## src/inc/lom_pkg.sv

```systemverilog
// Constants for the line output mixer control registers.
// Assumes a byte-wide register port driven by the control bus front end.
// What this block does
// - Reg 84 D7 routes right amp left
// - Path regs hold 7-bit volume, reset zero
// - Reg 85 D7 routes right converter left
// - Reg 86 D7-D4 left level, 1 dB steps
// - Reg 86 D3 clear mutes left output
// - Reg 86 D1 reads pending left-output gain changes
// - Reg 86 D0 powers left output driver
// - Reg 87 D7 routes second left input right
// - Reg 88 D7 routes left amp right
// - Reg 89 D7 routes left converter right
// - Reg 90 D7 routes second right input right
// - Reg 91 D7 routes right amp right
package lom_pkg;
   localparam int ADDR_W = 7;
   localparam int DATA_W = 8;
   localparam int VOL_W  = 7;
   localparam int LVL_W  = 4;
   localparam int NPATH  = 7;

   localparam logic [ADDR_W-1:0] OFF_RAMP_LEFT  = 7'h54;
   localparam logic [ADDR_W-1:0] OFF_RCONV_LEFT = 7'h55;
   localparam logic [ADDR_W-1:0] OFF_LEFT_LEVEL = 7'h56;
   localparam logic [ADDR_W-1:0] OFF_LIN2_RIGHT = 7'h57;
   localparam logic [ADDR_W-1:0] OFF_LAMP_RIGHT = 7'h58;
   localparam logic [ADDR_W-1:0] OFF_LCONV_RIGHT = 7'h59;
   localparam logic [ADDR_W-1:0] OFF_RIN2_RIGHT = 7'h5a;
   localparam logic [ADDR_W-1:0] OFF_RAMP_RIGHT = 7'h5b;

   localparam logic [ADDR_W-1:0] PATH_OFF [NPATH] = '{
      OFF_RAMP_LEFT, OFF_RCONV_LEFT, OFF_LIN2_RIGHT, OFF_LAMP_RIGHT,
      OFF_LCONV_RIGHT, OFF_RIN2_RIGHT, OFF_RAMP_RIGHT};

   localparam int ROUTE_BIT = 7;
   localparam int VOL_MSB   = 6;
   localparam int LVL_MSB   = 7;
   localparam int LVL_LSB   = 4;
   localparam int MUTE_BIT  = 3;
   localparam int RSVD_BIT  = 2;
   localparam int PEND_BIT  = 1;
   localparam int PWR_BIT   = 0;

   localparam logic [DATA_W-1:0] PATH_RST   = 8'h00;
   localparam logic [DATA_W-1:0] LEVEL_RST  = 8'h00;
   localparam logic [DATA_W-1:0] RD_UNMAPPED = 8'h00;
   localparam logic [LVL_W-1:0]  LVL_MAX    = 4'h9;

   localparam int CLK_NS   = 40;
   localparam int STEP_NS  = 1000;
   localparam int STEP_CYC = (STEP_NS + CLK_NS - 1) / CLK_NS;
   localparam int STEP_CW  = $clog2(STEP_CYC + 1);

   // Index of a mixer path register, or NPATH when no path matches
   function automatic logic [2:0] path_index(input logic [ADDR_W-1:0] a);
      logic [2:0] idx;
      idx = 3'(NPATH);
      for (int i = 0; i < NPATH; i++) begin
         if (a == PATH_OFF[i]) begin
            idx = 3'(i);
         end
      end
      return idx;
   endfunction : path_index
endpackage : lom_pkg

```

## src/design/lom_gain_step.sv

```systemverilog
// Gain stepper: walks an applied gain code one step per enable.
// Assumes step_en is a one-cycle pulse from a shared divider.
module lom_gain_step
   import lom_pkg::*;
#(
   parameter int W = VOL_W
) (
   input  wire logic         clock,
   input  wire logic         rst,
   input  wire logic         step_en,
   input  wire logic [W-1:0] target,
   output logic      [W-1:0] applied,
   output logic              busy
);
   // One code per step keeps the analog gain free of zipper jumps
   function automatic logic [W-1:0] toward(input logic [W-1:0] cur,
                                           input logic [W-1:0] tgt);
      if (cur < tgt) begin
         return W'(cur + 1'b1);
      end else if (cur > tgt) begin
         return W'(cur - 1'b1);
      end
      return cur;
   endfunction : toward

   logic [W-1:0] next_applied;

   always_comb begin
      next_applied = toward(applied, target);
   end

   always_ff @(posedge clock or posedge rst) begin
      if (rst) begin
         applied <= '0;
      end else if (step_en) begin
         applied <= next_applied;
      end
   end

   assign busy = (applied != target);
endmodule : lom_gain_step

```

## src/design/lom_regs.sv

```systemverilog
// Line output mixer control registers and gain stepping.
// Assumes the control bus front end presents one byte access per cycle.
module lom_regs
   import lom_pkg::*;
(
   input  wire logic              clock,
   input  wire logic              rst,
   input  wire logic [ADDR_W-1:0] reg_addr,
   input  wire logic [DATA_W-1:0] reg_wdata,
   input  wire logic              reg_write,
   input  wire logic              reg_read,
   output logic      [DATA_W-1:0] reg_rdata,
   output logic                   reg_rvalid,
   output logic                   ramp_left_route,
   output logic      [VOL_W-1:0]  ramp_left_vol,
   output logic                   rconv_left_route,
   output logic      [VOL_W-1:0]  rconv_left_vol,
   output logic                   lin2_right_route,
   output logic      [VOL_W-1:0]  lin2_right_vol,
   output logic                   lamp_right_route,
   output logic      [VOL_W-1:0]  lamp_right_vol,
   output logic                   lconv_right_route,
   output logic      [VOL_W-1:0]  lconv_right_vol,
   output logic                   rin2_right_route,
   output logic      [VOL_W-1:0]  rin2_right_vol,
   output logic                   ramp_right_route,
   output logic      [VOL_W-1:0]  ramp_right_vol,
   output logic      [LVL_W-1:0]  left_level,
   output logic                   left_unmute,
   output logic                   left_power,
   output logic                   left_gain_pending
);
   logic [DATA_W-1:0]  path_reg [NPATH];
   logic [LVL_W-1:0]   level_code;
   logic               mute_off;
   logic               rsvd_bit;
   logic               power_on;
   logic [VOL_W-1:0]   vol_applied [NPATH];
   logic [NPATH-1:0]   vol_busy;
   logic [LVL_W-1:0]   level_applied;
   logic               level_busy;
   logic [STEP_CW-1:0] step_cnt;
   logic               step_en;
   logic [2:0]         wr_idx;
   logic [2:0]         rd_idx;
   logic [DATA_W-1:0]  next_rdata;
   logic               pending;

   assign wr_idx = path_index(reg_addr);
   assign rd_idx = path_index(reg_addr);

   // Shared step divider; all gain changes move at this rate
   always_ff @(posedge clock or posedge rst) begin
      if (rst) begin
         step_cnt <= '0;
      end else if (step_cnt == STEP_CW'(STEP_CYC - 1)) begin
         step_cnt <= '0;
      end else begin
         step_cnt <= STEP_CW'(step_cnt + 1'b1);
      end
   end

   assign step_en = (step_cnt == STEP_CW'(STEP_CYC - 1));

   // Path registers: route bit and volume code in one byte
   always_ff @(posedge clock or posedge rst) begin
      if (rst) begin
         for (int i = 0; i < NPATH; i++) begin
            path_reg[i] <= PATH_RST;
         end
      end else if (reg_write && (wr_idx < 3'(NPATH))) begin
         path_reg[wr_idx] <= reg_wdata;
      end
   end

   // Level register; the status bit is not writable
   always_ff @(posedge clock or posedge rst) begin
      if (rst) begin
         level_code <= LEVEL_RST[LVL_MSB:LVL_LSB];
         mute_off   <= LEVEL_RST[MUTE_BIT];
         rsvd_bit   <= LEVEL_RST[RSVD_BIT];
         power_on   <= LEVEL_RST[PWR_BIT];
      end else if (reg_write && (reg_addr == OFF_LEFT_LEVEL)) begin
         // Reserved codes are stored as written; the host keeps clear of them
         level_code <= reg_wdata[LVL_MSB:LVL_LSB];
         mute_off   <= reg_wdata[MUTE_BIT];
         rsvd_bit   <= reg_wdata[RSVD_BIT];
         power_on   <= reg_wdata[PWR_BIT];
      end
   end

   // One stepper per path walks the applied volume to the code
   for (genvar g = 0; g < NPATH; g++) begin : g_path
      lom_gain_step #(.W(VOL_W)) u_step (
         .clock   (clock),
         .rst     (rst),
         .step_en (step_en),
         .target  (path_reg[g][VOL_MSB:0]),
         .applied (vol_applied[g]),
         .busy    (vol_busy[g])
      );
   end

   lom_gain_step #(.W(LVL_W)) u_level_step (
      .clock   (clock),
      .rst     (rst),
      .step_en (step_en),
      .target  (level_code),
      .applied (level_applied),
      .busy    (level_busy)
   );

   // Only the two left-output paths and the left level count here
   assign pending = vol_busy[0] | vol_busy[1] | level_busy;

   // Read mux; unmapped addresses read as zero
   always_comb begin
      next_rdata = RD_UNMAPPED;
      if (rd_idx < 3'(NPATH)) begin
         next_rdata = path_reg[rd_idx];
      end else if (reg_addr == OFF_LEFT_LEVEL) begin
         next_rdata[LVL_MSB:LVL_LSB] = level_code;
         next_rdata[MUTE_BIT]        = mute_off;
         next_rdata[RSVD_BIT]        = rsvd_bit;
         next_rdata[PEND_BIT]        = pending;
         next_rdata[PWR_BIT]         = power_on;
      end
   end

   always_ff @(posedge clock or posedge rst) begin
      if (rst) begin
         reg_rdata <= RD_UNMAPPED;
      end else if (reg_read) begin
         reg_rdata <= next_rdata;
      end
   end

   always_ff @(posedge clock or posedge rst) begin
      if (rst) begin
         reg_rvalid <= 1'b0;
      end else begin
         reg_rvalid <= reg_read;
      end
   end

   // Analog controls: route straight from the bits, gains after stepping
   assign ramp_left_route   = path_reg[0][ROUTE_BIT];
   assign ramp_left_vol     = vol_applied[0];
   assign rconv_left_route  = path_reg[1][ROUTE_BIT];
   assign rconv_left_vol    = vol_applied[1];
   assign lin2_right_route  = path_reg[2][ROUTE_BIT];
   assign lin2_right_vol    = vol_applied[2];
   assign lamp_right_route  = path_reg[3][ROUTE_BIT];
   assign lamp_right_vol    = vol_applied[3];
   assign lconv_right_route = path_reg[4][ROUTE_BIT];
   assign lconv_right_vol   = vol_applied[4];
   assign rin2_right_route  = path_reg[5][ROUTE_BIT];
   assign rin2_right_vol    = vol_applied[5];
   assign ramp_right_route  = path_reg[6][ROUTE_BIT];
   assign ramp_right_vol    = vol_applied[6];

   // Level clipped at 9 dB so a stray reserved code cannot overdrive
   assign left_level        = (level_applied > LVL_MAX) ? LVL_MAX : level_applied;
   assign left_unmute       = mute_off;
   assign left_power        = power_on;
   assign left_gain_pending = pending;
endmodule : lom_regs

```

## config.mk

```make
export PLATFORM = sky130hd
export DESIGN_NAME = lom_regs
export DESIGN_NICKNAME = d
export VERILOG_FILES = /design/src/inc/lom_pkg.sv /design/src/design/lom_gain_step.sv /design/src/design/lom_regs.sv
export SDC_FILE = /design/constraint.sdc
export NUM_CORES = 1
export LEC_CHECK = 0
export BUFFER_PORTS_ARGS = -buffer_cell sky130_fd_sc_hd__buf_2
export CAP_MARGIN = 20
export CORE_ASPECT_RATIO = 1.1
export CORE_MARGIN = 5
export CORE_UTILIZATION = 30
export DETAILED_ROUTE_END_ITERATION = 10
export PLACE_DENSITY = 0.43
export SETUP_SLACK_MARGIN = 0.05
export SLEW_MARGIN = 20
export SYNTH_ARGS = -nofsm -noshare
export SYNTH_HDL_FRONTEND = slang
export SYNTH_SLANG_ARGS = --single-unit
export TNS_END_PERCENT = 20
```

## constraint.sdc

```tcl
create_clock -name clock -period 7.1 [get_ports clock]
set_input_delay 1.065 -clock clock [delete_from_list [all_inputs] [get_ports clock]]
set_output_delay 1.065 -clock clock [all_outputs]
set_load 0.005 [all_outputs]
```

==> impl_results.md <==
* Int Power at 1.66 mW
* Cell Area, Synth at 8420 sq um
* Depth of the CTS H-tree at 4
* Syn_area_per_cell at 10.2 sq um
* R2r setup slk at 3.87 ns
* Status: finished, final reports clean
* Sequential power share at 0.351
* Period Utilization, post-route at 0.512
* Pwr dens at 255 nW/um^2
* Synth warn at 0
* PortBufs at 90
* Post-Syn Instances at 826
* Clock power frac at 0.326
* FF-to-FF Start: g_path[6].u_step.applied[2]
* Worst Hold Depth at 1
* Combinational power share at 0.323
* Kind of critical path: reg -> out
* Leak at 4.92 nW
* Crit-path leading delay family: simple AND/OR/NAND/NOR gates
* Via density at 4.83
* TritonCTS Sinks at 130
* Hold Path Sink: path_reg[9]
* Power Total at 2.50 mW
* Antenna violations before repair at 4
* Synthesized flop and latch total at 130
* Total Routing Usage GR at 0.146
* Most frequent cells in the layout: 130 x dfrtp_1, 92 x ha_1, 90 x buf_2
* CP Buf/Inv Count at 2
* Reg clk slew, reported paths at 0.06 ns
* Total CTS buffers at 17
* Met2 wire len at 10.4 mm
* First DRT Iteration DRCs at 385
* IO Pins at 91
* Critical Path End Type: output pin
* Routed wl met3 at 909 um
* RSZ-0062 raised after global routing: false
* Post-synth top flop: dfrtp_1
* Clk_lat worst skew at 0.42 ns
* Reg2Reg Capture Point: g_path[6].u_step.applied[6]
* Initial Util at 0.303
* Post-synth EDFFs at 0
* Period minus WS final at 3.64 ns
* Die Area at 31,500 sq um
* Clk_skew at 0.00987 ns
* Slowest stage delay, CP at 0.72 ns
* Final slew viol count at 0
* Drt first pass iters at 4
* Crit path max-delay cell type: or4_1
* Switching portion of total power at 0.335
* First-pass GRT wire length at 35.9 mm
* CTS tree: done
* Die height at 186 um
* # setup viols final at 0
* Netlist cell types at 64
* Layout cell share with drive strength beyond 1 at 0.234
* CP startpoint kind: flip-flop
* Final hold violations at 0
* Reg2reg path depth at 12
* Area of the core at 27,800 sq um
* Fillers at 2,850
* Worst path cell trace: inv_1 > ha_1 > and4_1 > nand4_1 > or4_1 > buf_2
* Final HPWL from detailed placement at 16.9 mm
* HP Start: path_reg[9]
* Ys async rst share at 1.00
* Largest net degree at the start of global routing at 71
* Final setup TNS at 0 ns
* Vias in the first global route at 6,352
* # hold bufs at CTS at 0
* Die Wd at 170 um
* Max layer used: met5
* Post-DRT Antenna Nets at 0
* Gpl congestion at 0.782
* Worst-path maximum fanout at 5
* Rows at 64
* Peak ir drop on the vdd network at 151 uV
* Routed length per instance at 17.3 um
* Sequential share of the synthesized area at 0.387
* Post-cts resize count at 0
* Max Buffers Root-to-Sink at 2
* Hold Crit Class: reg -> reg
* CTS root buf: clkbuf_16
* Most common cell after layout, fill and taps aside: dfrtp_1
* Synth-to-Final Area Change at 16.6%
* WP data arrival at 2.57 ns
* Max Clk Rate at 0.275 GHz
* Residual DRC at 0
* Via total after detailed routing at 6,260
* Grt total ovfl at 0
* Required @ worst endpoint at 6.03 ns
* # Max-Cap Violations at 0
* Post-CTS setup repair buffer count at 0
* Syn nets at 945
* Relative slew slack at 0.363
* Nets at 1,037
* Switching pwr at 839 uW
* M1 wire length at 10.8 mm
* WL final at 22.4 mm
* Worst Max-Slew Pin Slew at 0.956 ns
worst register-to-register path: cells and delay by family, from the launching register on:
kind            cells  cell delay (ns)
xor+xnor            2             0.27
fa+ha+maj           2             0.83
buf+inv             1             0.25
compound gates      5             0.85
simple gates        2             0.48
flops               1             0.44
area by class of cell:
cell class | instances | area, sq um | area share
multi-input cells | 597 | 4770 | 0.486
diodes | 1 | 2.50 | 0.000255
repair buffers | 98 | 510 | 0.0520
well taps | 363 | 454 | 0.0463
clock buffers | 21 | 460 | 0.0469
inverters | 74 | 283 | 0.0288
flip-flops and latches | 130 | 3250 | 0.332
clock inverters | 11 | 81.3 | 0.00829
cell usage after synthesis, types with 3 or more instances:
library cell  number  share of area
nor2b_1            8         0.0059
a21o_1            14          0.012
clkbuf_1          13         0.0058
buf_4              3         0.0027
a21oi_1           52          0.031
a211oi_1          12          0.011
nand3_1           11         0.0065
o21ai_0           72          0.043
inv_1             74          0.033
a221o_1            5         0.0059
nor3_2             4         0.0048
xor2_1            14          0.015
fa_1               8          0.019
xnor2_1           30          0.031
dfrtp_1          130           0.39
ha_1              92           0.14
nor2_1            39          0.017
a221oi_1          17          0.018
nand2b_1           6         0.0045
o21a_1             6         0.0054
nand4_1            7         0.0052
nand2_1           52          0.023
nor3_1             5         0.0030
buf_2              8         0.0048
o221a_2            5         0.0067
or3_1              3         0.0022
mux2_2            67          0.090
and3_1             3         0.0022
nand3b_1           4         0.0036
o21bai_1          13          0.012
mux2i_1            3         0.0036
power by group through the flow:
stage                     Combinational [mW]  Sequential [mW]  Clock (mW)
after floorplan                        0.634            0.872           0
after global placement                 0.810            0.895           0
after detailed placement               0.819            0.894           0
after CTS                              0.824            0.881       0.847
after global routing                   0.938            0.888       0.872
final                                  0.808            0.878       0.817
stage by stage:
stage          std cells  utilization  worst slack (ns)  hold slack (ns)  instance area [sq um]
2_1_floorplan        826            -              2.57            0.455                   8420
3_3_place_gp        1262        0.333              3.57            0.469                   9260
3_5_place_dp        1262        0.333              3.55            0.476                   9260
4_1_cts             1294        0.353              3.38            0.489                   9800
5_1_grt             1294        0.353              3.33            0.519                   9810
6_report            1295        0.353              3.46            0.485                   9810
logic make-up (layout without fill, tap and decap cells):
logic type                 after synthesis  count (layout)  share of synthesized area
adders and majority gates              100             100                      0.156
DFF                                    130             130                      0.387
other                                    0               1                          0
AOI/OAI and AO/OA                      217             217                      0.166
and+or+nand+nor                        162             162                     0.0989
xor gates and xnor gates                44              44                     0.0458
buffers and inverters                   99             204                     0.0476
muxes                                   74              74                     0.0995
worst max path at each step:
stage                                   to  slack [ns]  depth (start not counted)                   startpoint
2_1_floorplan  g_path[0].u_step.applied[0]        2.57                          1                          rst
3_3_place_gp                  path_reg[40]        3.57                          6                  reg_addr[6]
3_5_place_dp                  path_reg[40]        3.55                          6                  reg_addr[6]
4_1_cts                  left_gain_pending        3.38                          6  g_path[1].u_step.applied[0]
5_1_grt                  left_gain_pending        3.33                          5  g_path[1].u_step.applied[1]
6_report                 left_gain_pending        3.46                          6  g_path[1].u_step.applied[0]
metal layers:
| metal | GRT usage | vias up |
|---|---|---|
| li1 | - | 3163 |
| met1 | 0.200 | 2977 |
| met2 | 0.237 | 90 |
| met3 | 0.0316 | 24 |
| met4 | 0.0386 | 6 |
| met5 | 0 | - |
No activity file was read; power rests on OpenSTA's default activity.
